## src/oad_pkg.sv

```systemverilog
//----------------------------------------------------------------------
// Package oad_pkg
//----------------------------------------------------------------------
// Purpose: Shared constants and types of the operand address decoder
// Assumes: Instruction bytes arrive one per accepted handshake
// Notes:   Field positions refer to the operand-addressing byte, opcode and prefix

package oad_pkg;

  //--------------------------------------------------------------------
  // Addressing-form field values
  //--------------------------------------------------------------------
  localparam logic [1:0] MOD_NODISP = 2'h0;
  localparam logic [1:0] MOD_DISP8  = 2'h1;
  localparam logic [1:0] MOD_DISP16 = 2'h2;
  localparam logic [1:0] MOD_REG    = 2'h3;

  // Operand-select code that means a direct address in form 00
  localparam logic [2:0] RM_DIRECT  = 3'h6;

  //--------------------------------------------------------------------
  // Field positions in the operand-addressing byte, opcode and prefix
  //--------------------------------------------------------------------
  localparam int MOD_HI     = 7;
  localparam int MOD_LO     = 6;
  localparam int REG_HI     = 5;
  localparam int REG_LO     = 3;
  localparam int RM_HI      = 2;
  localparam int RM_LO      = 0;
  localparam int WIDTH_BIT  = 0;
  localparam int PSEG_HI    = 4;
  localparam int PSEG_LO    = 3;

  // Prefix pattern 001xx110 as mask and match
  localparam logic [7:0] PREFIX_MASK  = 8'hE7;
  localparam logic [7:0] PREFIX_MATCH = 8'h26;

  //--------------------------------------------------------------------
  // Cycle counts and base instruction length
  //--------------------------------------------------------------------
  localparam logic [2:0] EA_CYCLES      = 3'h4;
  localparam logic [8:0] WORD_MEM_EXTRA = 9'h004;
  localparam logic [2:0] BASE_INSN_LEN  = 3'h2;

  //--------------------------------------------------------------------
  // Values after reset
  //--------------------------------------------------------------------
  localparam logic [7:0]  RST_BYTE  = 8'h00;
  localparam logic [15:0] RST_WORD  = 16'h0000;
  localparam logic [2:0]  RST_CNT   = 3'h0;
  localparam logic [8:0]  RST_CYC   = 9'h000;

  //--------------------------------------------------------------------
  // Segment selection, coded as in the override prefix
  //--------------------------------------------------------------------
  typedef enum logic [1:0] {
    SEG_EXTRA = 2'b00,
    SEG_CODE  = 2'b01,
    SEG_STACK = 2'b10,
    SEG_DATA  = 2'b11
  } oad_seg_t;

  //--------------------------------------------------------------------
  // Byte collection and calculation states
  //--------------------------------------------------------------------
  typedef enum logic [2:0] {
    ST_OPCODE = 3'b000,
    ST_MODRM  = 3'b001,
    ST_DISPLO = 3'b010,
    ST_DISPHI = 3'b011,
    ST_CALC   = 3'b100,
    ST_DONE   = 3'b101
  } oad_state_t;

endpackage : oad_pkg

```

## src/oad_reg_select.sv

```systemverilog
//----------------------------------------------------------------------
// Module oad_reg_select
//----------------------------------------------------------------------
// Purpose: Map a three-bit register code to a register and byte lane
// Assumes: Purely combinational, used for both register fields
// Notes:   Index 0..7 orders accumulator, count, data, base, stack
//          pointer, frame, source index, dest index

`timescale 1ns/1ps

module oad_reg_select (
  // Code and width
  input  wire logic [2:0] sel,
  input  wire logic       wide,
  // Selected register
  output logic      [2:0] regIndex,
  output logic            highByte,
  output logic            byteSel
);

  // Word codes name registers directly; byte codes fold onto the
  // first four registers, upper half picking the high byte
  always_comb begin
    if (wide) begin
      regIndex = sel;
      highByte = 1'b0;
      byteSel  = 1'b0;
    end else begin
      regIndex = {1'b0, sel[1:0]};
      highByte = sel[2];
      byteSel  = 1'b1;
    end
  end

endmodule : oad_reg_select

```

## src/oad_operand_decoder.sv

```systemverilog
//----------------------------------------------------------------------
// Module oad_operand_decoder
//----------------------------------------------------------------------
// Purpose: Collect prefix, opcode, addressing byte and displacement,
//          then form the effective address, segment and operands
// Assumes: Register values are stable while the calculation runs
// Notes:   Width bit is bit 0 of the opcode byte

`timescale 1ns/1ps

module oad_operand_decoder (
  // Clock and reset
  input  wire logic        clk,
  input  wire logic        reset_n,
  // Instruction byte stream
  input  wire logic        byteValid,
  input  wire logic [7:0]  byteData,
  output logic             byteReady,
  // Register file values
  input  wire logic [15:0] baseReg,
  input  wire logic [15:0] frameReg,
  input  wire logic [15:0] srcIndex,
  input  wire logic [15:0] destIndex,
  // Instruction attributes
  input  wire logic        stringDest,
  input  wire logic        memTransfer,
  input  wire logic [7:0]  byteCycles,
  // Decode results
  output logic             decodeDone,
  output logic [7:0]       opcode,
  output logic [15:0]      effectiveAddress,
  output oad_pkg::oad_seg_t segSelect,
  output logic             memOperand,
  output logic             overrideSeen,
  output logic [1:0]       dispCount,
  output logic [2:0]       immStart,
  output logic [8:0]       execCycles,
  // Register operand selection
  output logic [2:0]       regIndex,
  output logic             regHigh,
  output logic             regByte,
  output logic [2:0]       rmIndex,
  output logic             rmHigh,
  output logic             rmByte
);

  //--------------------------------------------------------------------
  // Functions
  //--------------------------------------------------------------------

  // Number of displacement bytes for a form and select pair
  function automatic logic [1:0] dispLen(input logic [1:0] md,
                                         input logic [2:0] rm);
    logic [1:0] n;
    n = 2'h0;
    if (md == oad_pkg::MOD_DISP8) begin
      n = 2'h1;
    end else if (md == oad_pkg::MOD_DISP16) begin
      n = 2'h2;
    end else if (md == oad_pkg::MOD_NODISP &&
                 rm == oad_pkg::RM_DIRECT) begin
      n = 2'h2;
    end
    return n;
  endfunction : dispLen

  // Displacement value in 16 bits
  function automatic logic [15:0] dispValue(input logic [1:0] md,
                                            input logic [2:0] rm,
                                            input logic [7:0] lo,
                                            input logic [7:0] hi);
    logic [15:0] v;
    v = 16'h0000;
    if (md == oad_pkg::MOD_DISP8) begin
      v = {{8{lo[7]}}, lo};
    end else if (dispLen(md, rm) == 2'h2) begin
      v = {hi, lo};
    end
    return v;
  endfunction : dispValue

  // True when the frame register takes part in the address
  function automatic logic usesFrame(input logic [1:0] md,
                                     input logic [2:0] rm);
    logic f;
    f = 1'b0;
    if (rm == 3'h2 || rm == 3'h3) begin
      f = 1'b1;
    end else if (rm == oad_pkg::RM_DIRECT &&
                 md != oad_pkg::MOD_NODISP) begin
      f = 1'b1;
    end
    return f;
  endfunction : usesFrame

  //--------------------------------------------------------------------
  // State and captured bytes
  //--------------------------------------------------------------------
  oad_pkg::oad_state_t state_q;
  oad_pkg::oad_state_t state_d;
  logic [2:0]  calcCnt_q;
  logic [7:0]  opcode_q;
  logic [7:0]  modrm_q;
  logic [7:0]  dispLo_q;
  logic [7:0]  dispHi_q;
  logic        override_q;
  logic [1:0]  overrideSeg_q;
  logic        accept;
  logic        isPrefix;
  logic [1:0]  modField;
  logic [2:0]  rmField;
  logic [2:0]  regField;
  logic        wide;
  logic [15:0] disp;
  logic [15:0] eaCalc;
  oad_pkg::oad_seg_t segCalc;
  logic        lastCalc;
  logic [2:0]  selRegIndex;
  logic        selRegHigh;
  logic        selRegByte;
  logic [2:0]  selRmIndex;
  logic        selRmHigh;
  logic        selRmByte;

  // Result registers
  logic        done_q;
  logic [15:0] ea_q;
  oad_pkg::oad_seg_t seg_q;
  logic        memOp_q;
  logic        ovrOut_q;
  logic [1:0]  dispCnt_q;
  logic [2:0]  immStart_q;
  logic [8:0]  cycles_q;
  logic [2:0]  regIndex_q;
  logic        regHigh_q;
  logic        regByte_q;
  logic [2:0]  rmIndex_q;
  logic        rmHigh_q;
  logic        rmByte_q;

  //--------------------------------------------------------------------
  // Field extraction and handshake
  //--------------------------------------------------------------------
  assign modField  = modrm_q[oad_pkg::MOD_HI:oad_pkg::MOD_LO];
  assign rmField   = modrm_q[oad_pkg::RM_HI:oad_pkg::RM_LO];
  assign regField  = modrm_q[oad_pkg::REG_HI:oad_pkg::REG_LO];
  assign wide      = opcode_q[oad_pkg::WIDTH_BIT];
  assign byteReady = (state_q == oad_pkg::ST_OPCODE) ||
                     (state_q == oad_pkg::ST_MODRM)  ||
                     (state_q == oad_pkg::ST_DISPLO) ||
                     (state_q == oad_pkg::ST_DISPHI);
  assign accept    = byteValid && byteReady;
  assign isPrefix  = (byteData & oad_pkg::PREFIX_MASK) ==
                     oad_pkg::PREFIX_MATCH;
  assign lastCalc  = (state_q == oad_pkg::ST_CALC) &&
                     (calcCnt_q == oad_pkg::EA_CYCLES - 3'h1);

  //--------------------------------------------------------------------
  // Register operand decoders
  //--------------------------------------------------------------------
  oad_reg_select uRegSel (
    .sel      (regField),
    .wide     (wide),
    .regIndex (selRegIndex),
    .highByte (selRegHigh),
    .byteSel  (selRegByte)
  );

  oad_reg_select uRmSel (
    .sel      (rmField),
    .wide     (wide),
    .regIndex (selRmIndex),
    .highByte (selRmHigh),
    .byteSel  (selRmByte)
  );

  //--------------------------------------------------------------------
  // Byte collection state machine
  //--------------------------------------------------------------------

  // Next state from accepted bytes and the calculation counter
  always_comb begin
    state_d = state_q;
    case (state_q)
      oad_pkg::ST_OPCODE: begin
        if (accept && !isPrefix) begin
          state_d = oad_pkg::ST_MODRM;
        end
      end
      oad_pkg::ST_MODRM: begin
        if (accept) begin
          if (dispLen(byteData[oad_pkg::MOD_HI:oad_pkg::MOD_LO],
                      byteData[oad_pkg::RM_HI:oad_pkg::RM_LO]) ==
              2'h0) begin
            state_d = oad_pkg::ST_CALC;
          end else begin
            state_d = oad_pkg::ST_DISPLO;
          end
        end
      end
      oad_pkg::ST_DISPLO: begin
        if (accept) begin
          if (dispLen(modField, rmField) == 2'h2) begin
            state_d = oad_pkg::ST_DISPHI;
          end else begin
            state_d = oad_pkg::ST_CALC;
          end
        end
      end
      oad_pkg::ST_DISPHI: begin
        if (accept) begin
          state_d = oad_pkg::ST_CALC;
        end
      end
      oad_pkg::ST_CALC: begin
        if (lastCalc) begin
          state_d = oad_pkg::ST_DONE;
        end
      end
      oad_pkg::ST_DONE: begin
        state_d = oad_pkg::ST_OPCODE;
      end
      default: begin
        state_d = oad_pkg::ST_OPCODE;
      end
    endcase
  end

  // State register
  always_ff @(posedge clk) begin
    if (!reset_n) begin
      state_q <= oad_pkg::ST_OPCODE;
    end else begin
      state_q <= state_d;
    end
  end

  // Calculation cycle counter, cleared outside the calculation
  always_ff @(posedge clk) begin
    if (!reset_n) begin
      calcCnt_q <= oad_pkg::RST_CNT;
    end else if (state_q == oad_pkg::ST_CALC) begin
      calcCnt_q <= calcCnt_q + 3'h1;
    end else begin
      calcCnt_q <= oad_pkg::RST_CNT;
    end
  end

  // Capture of opcode, addressing byte and displacement bytes
  always_ff @(posedge clk) begin
    if (!reset_n) begin
      opcode_q <= oad_pkg::RST_BYTE;
      modrm_q  <= oad_pkg::RST_BYTE;
      dispLo_q <= oad_pkg::RST_BYTE;
      dispHi_q <= oad_pkg::RST_BYTE;
    end else if (accept) begin
      if (state_q == oad_pkg::ST_OPCODE && !isPrefix) begin
        opcode_q <= byteData;
        dispLo_q <= oad_pkg::RST_BYTE;
        dispHi_q <= oad_pkg::RST_BYTE;
      end else if (state_q == oad_pkg::ST_MODRM) begin
        modrm_q  <= byteData;
      end else if (state_q == oad_pkg::ST_DISPLO) begin
        dispLo_q <= byteData;
      end else if (state_q == oad_pkg::ST_DISPHI) begin
        dispHi_q <= byteData;
      end
    end
  end

  // Segment override prefix; a later prefix replaces an earlier one
  always_ff @(posedge clk) begin
    if (!reset_n) begin
      override_q    <= 1'b0;
      overrideSeg_q <= 2'h0;
    end else if (accept && state_q == oad_pkg::ST_OPCODE &&
                 isPrefix) begin
      override_q    <= 1'b1;
      overrideSeg_q <= byteData[oad_pkg::PSEG_HI:oad_pkg::PSEG_LO];
    end else if (state_q == oad_pkg::ST_DONE) begin
      override_q    <= 1'b0;
      overrideSeg_q <= 2'h0;
    end
  end

  //--------------------------------------------------------------------
  // Effective address and segment
  //--------------------------------------------------------------------
  assign disp = dispValue(modField, rmField, dispLo_q, dispHi_q);

  // Sum of base and index registers with the displacement
  always_comb begin
    eaCalc = 16'h0000;
    case (rmField)
      3'h0: eaCalc = baseReg + srcIndex + disp;
      3'h1: eaCalc = baseReg + destIndex + disp;
      3'h2: eaCalc = frameReg + srcIndex + disp;
      3'h3: eaCalc = frameReg + destIndex + disp;
      3'h4: eaCalc = srcIndex + disp;
      3'h5: eaCalc = destIndex + disp;
      3'h6: begin
        if (modField == oad_pkg::MOD_NODISP) begin
          eaCalc = disp;
        end else begin
          eaCalc = frameReg + disp;
        end
      end
      default: eaCalc = baseReg + disp;
    endcase
  end

  // String destination first, then prefix, frame rule, data segment
  always_comb begin
    if (stringDest) begin
      segCalc = oad_pkg::SEG_EXTRA;
    end else if (override_q) begin
      segCalc = oad_pkg::oad_seg_t'(overrideSeg_q);
    end else if (usesFrame(modField, rmField)) begin
      segCalc = oad_pkg::SEG_STACK;
    end else begin
      segCalc = oad_pkg::SEG_DATA;
    end
  end

  //--------------------------------------------------------------------
  // Result registers, loaded in the last calculation cycle
  //--------------------------------------------------------------------

  // Address, segment and operand kind
  always_ff @(posedge clk) begin
    if (!reset_n) begin
      ea_q     <= oad_pkg::RST_WORD;
      seg_q    <= oad_pkg::SEG_DATA;
      memOp_q  <= 1'b0;
      ovrOut_q <= 1'b0;
    end else if (lastCalc) begin
      memOp_q  <= (modField != oad_pkg::MOD_REG);
      ovrOut_q <= override_q;
      if (modField != oad_pkg::MOD_REG) begin
        ea_q  <= eaCalc;
        seg_q <= segCalc;
      end else begin
        ea_q  <= oad_pkg::RST_WORD;
        seg_q <= oad_pkg::SEG_DATA;
      end
    end
  end

  // Displacement length, immediate start and execution time
  always_ff @(posedge clk) begin
    if (!reset_n) begin
      dispCnt_q  <= 2'h0;
      immStart_q <= oad_pkg::BASE_INSN_LEN;
      cycles_q   <= oad_pkg::RST_CYC;
    end else if (lastCalc) begin
      dispCnt_q  <= dispLen(modField, rmField);
      immStart_q <= oad_pkg::BASE_INSN_LEN +
                    {1'b0, dispLen(modField, rmField)};
      if (wide && memTransfer) begin
        cycles_q <= {1'b0, byteCycles} +
                    oad_pkg::WORD_MEM_EXTRA;
      end else begin
        cycles_q <= {1'b0, byteCycles};
      end
    end
  end

  // Register operand selections
  always_ff @(posedge clk) begin
    if (!reset_n) begin
      regIndex_q <= 3'h0;
      regHigh_q  <= 1'b0;
      regByte_q  <= 1'b0;
      rmIndex_q  <= 3'h0;
      rmHigh_q   <= 1'b0;
      rmByte_q   <= 1'b0;
    end else if (lastCalc) begin
      regIndex_q <= selRegIndex;
      regHigh_q  <= selRegHigh;
      regByte_q  <= selRegByte;
      rmIndex_q  <= selRmIndex;
      rmHigh_q   <= selRmHigh;
      rmByte_q   <= selRmByte;
    end
  end

  // Completion pulse, one cycle with the results
  always_ff @(posedge clk) begin
    if (!reset_n) begin
      done_q <= 1'b0;
    end else begin
      done_q <= lastCalc;
    end
  end

  //--------------------------------------------------------------------
  // Outputs
  //--------------------------------------------------------------------
  assign decodeDone       = done_q;
  assign opcode           = opcode_q;
  assign effectiveAddress = ea_q;
  assign segSelect        = seg_q;
  assign memOperand       = memOp_q;
  assign overrideSeen     = ovrOut_q;
  assign dispCount        = dispCnt_q;
  assign immStart         = immStart_q;
  assign execCycles       = cycles_q;
  assign regIndex         = regIndex_q;
  assign regHigh          = regHigh_q;
  assign regByte          = regByte_q;
  assign rmIndex          = rmIndex_q;
  assign rmHigh           = rmHigh_q;
  assign rmByte           = rmByte_q;

endmodule : oad_operand_decoder

```

## config.mk

```make
export PLATFORM = sky130hd
export DESIGN_NAME = oad_operand_decoder
export DESIGN_NICKNAME = d
export VERILOG_FILES = /design/src/oad_pkg.sv /design/src/oad_reg_select.sv /design/src/oad_operand_decoder.sv
export SDC_FILE = /design/constraint.sdc
export NUM_CORES = 1
export LEC_CHECK = 0
export BUFFER_PORTS_ARGS = -buffer_cell sky130_fd_sc_hd__buf_2
export CAP_MARGIN = 5
export CORE_MARGIN = 3
export CORE_UTILIZATION = 65
export DETAILED_ROUTE_END_ITERATION = 12
export HOLD_SLACK_MARGIN = 0.15
export PLACE_DENSITY = 0.87
export SLEW_MARGIN = 25
export SYNTH_ARGS = -nofsm -noshare
export SYNTH_HDL_FRONTEND = slang
export SYNTH_SLANG_ARGS = --single-unit
```

## constraint.sdc

```tcl
create_clock -name clk -period 8.46 [get_ports clk]
set_input_delay 0.846 -clock clk [delete_from_list [all_inputs] [get_ports clk]]
set_output_delay 0.846 -clock clk [all_outputs]
set_load 0.1 [all_outputs]
```

Yosys cells after proc, flatten, opt, wreduce, memory -nomap -nowiden:

Index checks and enable logic that the tools add are counted.

* output and inout bits: 54
* input port bits: 85
* bits in writable memories: 0
* bits in registers: 85
* logic and storage cells: 146
* ROM bits: 0
* memories kept: 0
* latch bits: 0

* $lt $le $gt $ge: 0
* equal/unequal tests: 28
* bitwise logic cells: 1
* shifts and indexed selects: 0
* reduce and logical (&&, ||, !) cells: 30
* divide/modulo/power cells: 0
* multiply operators: 0
* mux-type cells: 51
* add/subtract/negate cells: 15

Operators by type and width (count)
* $add A16 B16 Y16: 12
* $pmux W16 S7: 1
* $mux W16: 4
* $mux W8: 7
* $mux W2: 18
* $mux W3: 9
* $eq A3 B3 Y1 const B: 6
* $eq A3 B2 Y1 const B: 5
* $pmux W3 S5: 1
* $logic_and A1 B1 Y1: 10
* $mux W1: 10
* $ne A2 B2 Y1 const B: 5
* $add A8 B3 Y9 const B: 1
* $mux W9: 1
* $eq A2 B2 Y1 const B: 4
* $reduce_bool A2 Y1: 4
* $eq A3 B1 Y1 const B: 2
* $eq A6 B4 Y1 const B: 1
* $logic_not A2 Y1: 3
* $logic_not A3 Y1: 2
* $ne A2 B1 Y1 const B: 3
* $reduce_and A3 Y1: 2
* $reduce_and A5 Y1: 1
* $eq A2 B1 Y1 const B: 2
* 7 further kinds: 11

Depth between registers and ports, before layout:

* depth in word-level cells: 12
* mapped depth: 18
* gate-level depth less buffers: 16

Hierarchy:

A second synthesis with hierarchy kept.

* cell total of the unflattened synthesis: 1157
* area total of the unflattened synthesis: 9698.1 um^2

Modules (own cells, without submodules)
* oad_operand_decoder: instances 1, cells an instance 1147, area each 9635.5 um^2, sequential area each 1681.6 um^2
* oad_reg_select: instances 2, cells an instance 5, area each 31.3 um^2, sequential area each 0.0 um^2

Least setup slack after synthesis:

No wires, ideal clock.

* path type: register to register
* from: register modrm_q[7]
* to: register ea_q[15] (netlist: effectiveAddress[15])
* period minus slack after synthesis: 4175 ps
* path slack: 4285 ps
* data arrival time: 4051 ps
* path buffers: 2
* stages on the path, launching flop included: 18
* data required time: 8335 ps
* library setup time: 125 ps
* path through: dfxtp_1 -> buf_6 -> or2_0 -> buf_6 -> o211ai_4 -> inv_1 -> fa_1 -> ha_1 -> fa_1 -> a211oi_1 -> o21bai_1 -> o31ai_1 -> o21ai_0 -> a31oi_1 -> nand4b_1 -> a31oi_1 -> a2111oi_2 -> o31ai_2

* word-level cells in the longest chain between the ends: 12
* elaborated cells on any way between the ends: 22
* classes of those cells: add/sub: 8; eq/ne: 4; mux: 8; reduce/logical: 2

RTL lines
* start, declared: RTL line oad_operand_decoder.sv:103 `logic [7:0] modrm_q;`
* start signal, assigned: RTL line oad_operand_decoder.sv:253 `modrm_q <= oad_pkg::RST_BYTE;`
* start signal, assigned: RTL line oad_operand_decoder.sv:262 `modrm_q <= byteData;`
* $logic_not A2 Y1: RTL line oad_operand_decoder.sv:60, oad_operand_decoder.sv:302
* $logic_and A1 B1 Y1: RTL line oad_operand_decoder.sv:60 `end else if (md == oad_pkg::MOD_NODISP &&`
* $mux W2: RTL line oad_operand_decoder.sv:60
* $mux W2: RTL line oad_operand_decoder.sv:58 `end else if (md == oad_pkg::MOD_DISP16) begin`
* $mux W2: RTL line oad_operand_decoder.sv:74 `if (md == oad_pkg::MOD_DISP8) begin`
* $eq A2 B2 Y1: RTL line oad_operand_decoder.sv:76 `end else if (dispLen(md, rm) == 2'h2) begin`
* $mux W16: RTL line oad_operand_decoder.sv:76
* $mux W16: RTL line oad_operand_decoder.sv:74
* $add A16 B16 Y16: RTL line oad_operand_decoder.sv:305 `eaCalc = frameReg + disp;`
* $mux W16: RTL line oad_operand_decoder.sv:302 `if (modField == oad_pkg::MOD_NODISP) begin`
* $pmux W16 S7: RTL line oad_operand_decoder.sv:294 `case (rmField)`
* $mux W16 *: RTL line oad_operand_decoder.sv:339 `if (modField != oad_pkg::MOD_REG) begin`
* end signal, assigned: RTL line oad_operand_decoder.sv:332 `ea_q <= oad_pkg::RST_WORD;`
* end signal, assigned: RTL line oad_operand_decoder.sv:340 `ea_q <= eaCalc;`
* end signal, assigned: RTL line oad_operand_decoder.sv:343 `ea_q <= oad_pkg::RST_WORD;`
* end, declared: RTL line oad_operand_decoder.sv:127 `logic [15:0] ea_q;`

Mark *: on every way between the ends. The rest lies on a longest branch, timed or not. The select of a mux whose other input is x is not followed.
A chain may end at the register's enable or synchronous reset.

Worst setup path after layout:

* from: register modrm_q[0]
* to: register ea_q[15] (netlist: effectiveAddress[15])

* word-level cells in the longest chain between the ends: 12
* elaborated cells on any way between the ends: 25
* classes of those cells: add/sub: 8; eq/ne: 7; mux: 8; reduce/logical: 2

RTL lines (RTL line)
* $eq A3 B3 Y1: oad_operand_decoder.sv:61, oad_operand_decoder.sv:294
* $logic_and A1 B1 Y1: oad_operand_decoder.sv:60
* $mux W2: oad_operand_decoder.sv:60
* $mux W2: oad_operand_decoder.sv:58
* $mux W2: oad_operand_decoder.sv:74
* $eq A2 B2 Y1: oad_operand_decoder.sv:76
* $mux W16: oad_operand_decoder.sv:76
* $mux W16: oad_operand_decoder.sv:74
* $add A16 B16 Y16: oad_operand_decoder.sv:305
* $mux W16: oad_operand_decoder.sv:302
* $pmux W16 S7 *: oad_operand_decoder.sv:294
* $mux W16 *: oad_operand_decoder.sv:339

Marked as above.

==> qor.txt <==
Final Power = 1390 µW
initial antenna violation count = 0
MaxCap Viol Count = 0
asr flop ratio synth = 0%
Placed Area = 0.0110 mm²
total iterations of the first detailed-routing run = 6
slowest CP cell = nand3b_1
PwrDens = 123 mW/mm²
critical-path cell list = buf_4 -> nand3b_1 -> a21oi_1 -> and2_1 -> fa_1 -> ha_1 -> fa_1 -> a211oi_1 -> o21bai_1 -> o31ai_1 -> o21ai_0 -> a31oi_1 -> nand4b_1 -> a31oi_1 -> a2111oi_2 -> o31ai_2
CP bufs+invs = 1
total gr overflow = 0
number of port buffers = 138
Setup crit end kind = flip-flop
Routed WL = 32.5 mm
Slew @ Worst Pin = 1090 ps
Placed Instances = 1517
area grow syn2layout = 10.4%
fin crit share = 68.2%
RSZ-0062 raised after global routing = no
GP Congestion = 1.06
layout cell share with drive strength beyond 1 = 16.0%
syn nets = 1438
register bit total from synthesis = 83
fill count = 1245
antenna cells = 0
CTS tree = yes
startpoint types = flip-flop
CTS Buffer Depth = 2
final setup fails = 0
global-route wire length before repair = 50.9 mm
synth warn = 0
Synth cell types = 86
dominant cell type by area after synthesis = dfxtp_1
final hold vios = 0
CTS resizes = 0
top_reg_cell synth = dfxtp_1
CP max stage delay = 510 ps
routed vias/inst = 6.61
Max IR drop VDD = 0.000114 V
vias = 10100
DRC = 0
initial core utilization = 66.9%
worst r2r src = modrm_q[0]$_SDFFE_PN0P_
Post-synth EDFFs = 0
HP Class = flip-flop to flip-flop
WP data arrival = 6000 ps
area share of the largest cell type after synthesis = 16.3%
minimum clock period = 5770 ps
Die W = 131 µm
TNS Setup = 0 ps
TritonCTS Buffers = 9
Worst-path clk slew = 70 ps
area occupied by multi-input gates = 0.00817 mm²
wire length per cell = 21.2 µm
Die Ht = 131 µm
Crit Path Category = flip-flop to flip-flop
vias in the first global route = 9446
clock latency at the later pin of the worst-skew pair = 340 ps
number of nets in the layout = 1549
fmax = 0.173 GHz
H-tree Lvls = 3
Leakage = 0.00512 µW
IO Pins = 139
top post-synthesis cells by area = dfxtp_1 16%, fa_1 13%, ha_1 10%, mux2i_1 5.0%, xnor2_1 4.5%
Avg Cell Area, Syn = 8.46 µm²
synthesized area = 0.0102 mm²
Critical Path Stages = 16
Layout Cells excl Fill = 1533
Slew HR = 27.4%
cells on worst reg2reg path = 16
Clock Sinks = 83
largest net degree at the start of global routing = 75
Critical Path RT = 8680 ps
Mapped Cells = 1206
outcome = finished, final reports clean
Core Box Area = 0.0153 mm²
Slew Limit Fails = 0
detailed placement HPWL = 25.8 mm
R2R setup slack = 2690 ps
number of setup buffers added after CTS = 0
GRT Total Usage = 36.3%
CP endpoint = effectiveAddress[15]$_SDFFE_PN0P_
Clk Tree Root Cell = clkbuf_16
clock skew = 9.88 ps
sequential share of the synthesized area = 16.3%
Register Area = 0.00166 mm²
CTS Hold Bufs = 0
Crit Path Max Fanout = 31
FF-to-FF End = effectiveAddress[15]$_SDFFE_PN0P_
antenna-violating nets left = 0
CP startpoint = modrm_q[0]$_SDFFE_PN0P_
DRT iter0 DRCs = 1399
die area = 0.0172 mm²
design area = 0.0113 mm²
Core Rows = 45
Crit path max-delay family = compound AO/OA/AOI/OAI gates
-- placed cells by master (no fill, tap or decap), types with 13 or more instances in the layout --
cell,netlist,routed
fa_1,64,64
xnor2_1,52,52
a21o_1,34,34
ha_1,83,83
nand3_1,27,27
buf_2,1,138
o21a_1,13,13
nor2b_1,56,56
a211oi_1,23,23
mux2i_1,51,51
xor2_1,31,31
a21boi_0,15,15
a21oi_1,69,69
o21ai_0,65,65
nand2_1,119,119
inv_1,35,35
a31oi_1,17,16
nor3_1,32,32
dfxtp_1,83,83
nor2_1,66,66
and2_1,15,15
-- kinds of logic (layout without fill, tap and decap cells) --
logic type / count (synthesis) / count (layout) / share of synthesized area, %
xor+xnor: 83 / 83 / 7.13
mux: 66 / 66 / 7.04
fa+ha+maj: 149 / 149 / 22.9
flops: 83 / 83 / 16.3
compound gates: 357 / 357 / 24.2
simple gates: 385 / 385 / 18.8
buf+inv: 83 / 199 / 3.69
-- worst min-delay path by stage --
stage | from | slack [ps] | end | cells past startpoint
floorplan | calcCnt_q[0]$_SDFF_PN0_ | 400 | calcCnt_q[0]$_SDFF_PN0_ | 1
global placement | calcCnt_q[0]$_SDFF_PN0_ | 410 | calcCnt_q[0]$_SDFF_PN0_ | 1
detailed placement | calcCnt_q[0]$_SDFF_PN0_ | 420 | calcCnt_q[0]$_SDFF_PN0_ | 1
CTS | calcCnt_q[0]$_SDFF_PN0_ | 430 | calcCnt_q[0]$_SDFF_PN0_ | 1
global route | calcCnt_q[0]$_SDFF_PN0_ | 470 | calcCnt_q[0]$_SDFF_PN0_ | 1
finish | calcCnt_q[0]$_SDFF_PN0_ | 430 | calcCnt_q[0]$_SDFF_PN0_ | 1
-- cell type report --
| type | instances | area share (%) |
|---|---|---|
| Clock inverter | 6 | 0.433 |
| Inverter | 36 | 1.20 |
| Tap cell | 211 | 2.34 |
| Timing Repair Buffer | 147 | 6.73 |
| Multi-Input combinational cell | 1040 | 72.5 |
| Sequential cell | 83 | 14.7 |
| Clock buffer | 10 | 2.03 |
-- cell usage after synthesis (5+ instances only) --
| cell type | n |
|---|---|
| and3_1 | 9 |
| and2_1 | 15 |
| a221oi_1 | 5 |
| o211a_1 | 8 |
| a31o_2 | 8 |
| ha_1 | 83 |
| nor2_1 | 66 |
| xor2_1 | 31 |
| a22oi_1 | 8 |
| o31ai_1 | 11 |
| o21a_1 | 13 |
| nand2b_1 | 11 |
| buf_6 | 5 |
| nand4_1 | 8 |
| nor2b_1 | 56 |
| or2_2 | 7 |
| a21oi_1 | 69 |
| mux2i_1 | 51 |
| dfxtp_1 | 83 |
| nor3_1 | 32 |
| buf_4 | 7 |
| clkbuf_1 | 30 |
| nand3_1 | 27 |
| a211o_1 | 6 |
| o211ai_1 | 11 |
| a31oi_1 | 17 |
| a21boi_0 | 15 |
| a211oi_1 | 23 |
| inv_1 | 35 |
| nand2_1 | 119 |
| o21ai_0 | 65 |
| o22ai_1 | 9 |
| a21o_1 | 34 |
| o21bai_1 | 8 |
| xnor2_1 | 52 |
| or3_1 | 11 |
| nor4_1 | 5 |
| mux2_2 | 10 |
| fa_1 | 64 |
-- registers in the layout, indices dropped and copies added, names as in the netlist, 2 cells and up --
signal            count
segSelect             2
calcCnt_q             3
state_q               3
dispHi_q              8
modrm_q               8
opcode                8
execCycles            9
overrideSeg_q         2
regIndex              3
rmIndex               3
dispLo_q              8
dispCount             2
effectiveAddress     16
-- layer usage --
metal	track usage, %	vias up	routed length [µm]
met5	0	-	0
met4	13.0	0	1310
met3	4.33	104	3140
met2	59.9	665	15200
met1	49.5	4735	12900
li1	-	4627	-
-- stage by stage --
step	hold WS [ps]	util, %	worst slack (ps)
after floorplan	399	-	4280
after global placement	410	72.0	3070
after detailed placement	422	72.0	2940
after CTS	431	73.8	2900
after global routing	470	73.8	2370
final	428	73.8	2690
-- power by group --
| part | internal, µW | switching, µW |
|---|---|---|
| sequential | 401 | 14.6 |
| clock | 203 | 166 |
| combinational | 238 | 368 |
(Power assumes the default switching activity.)
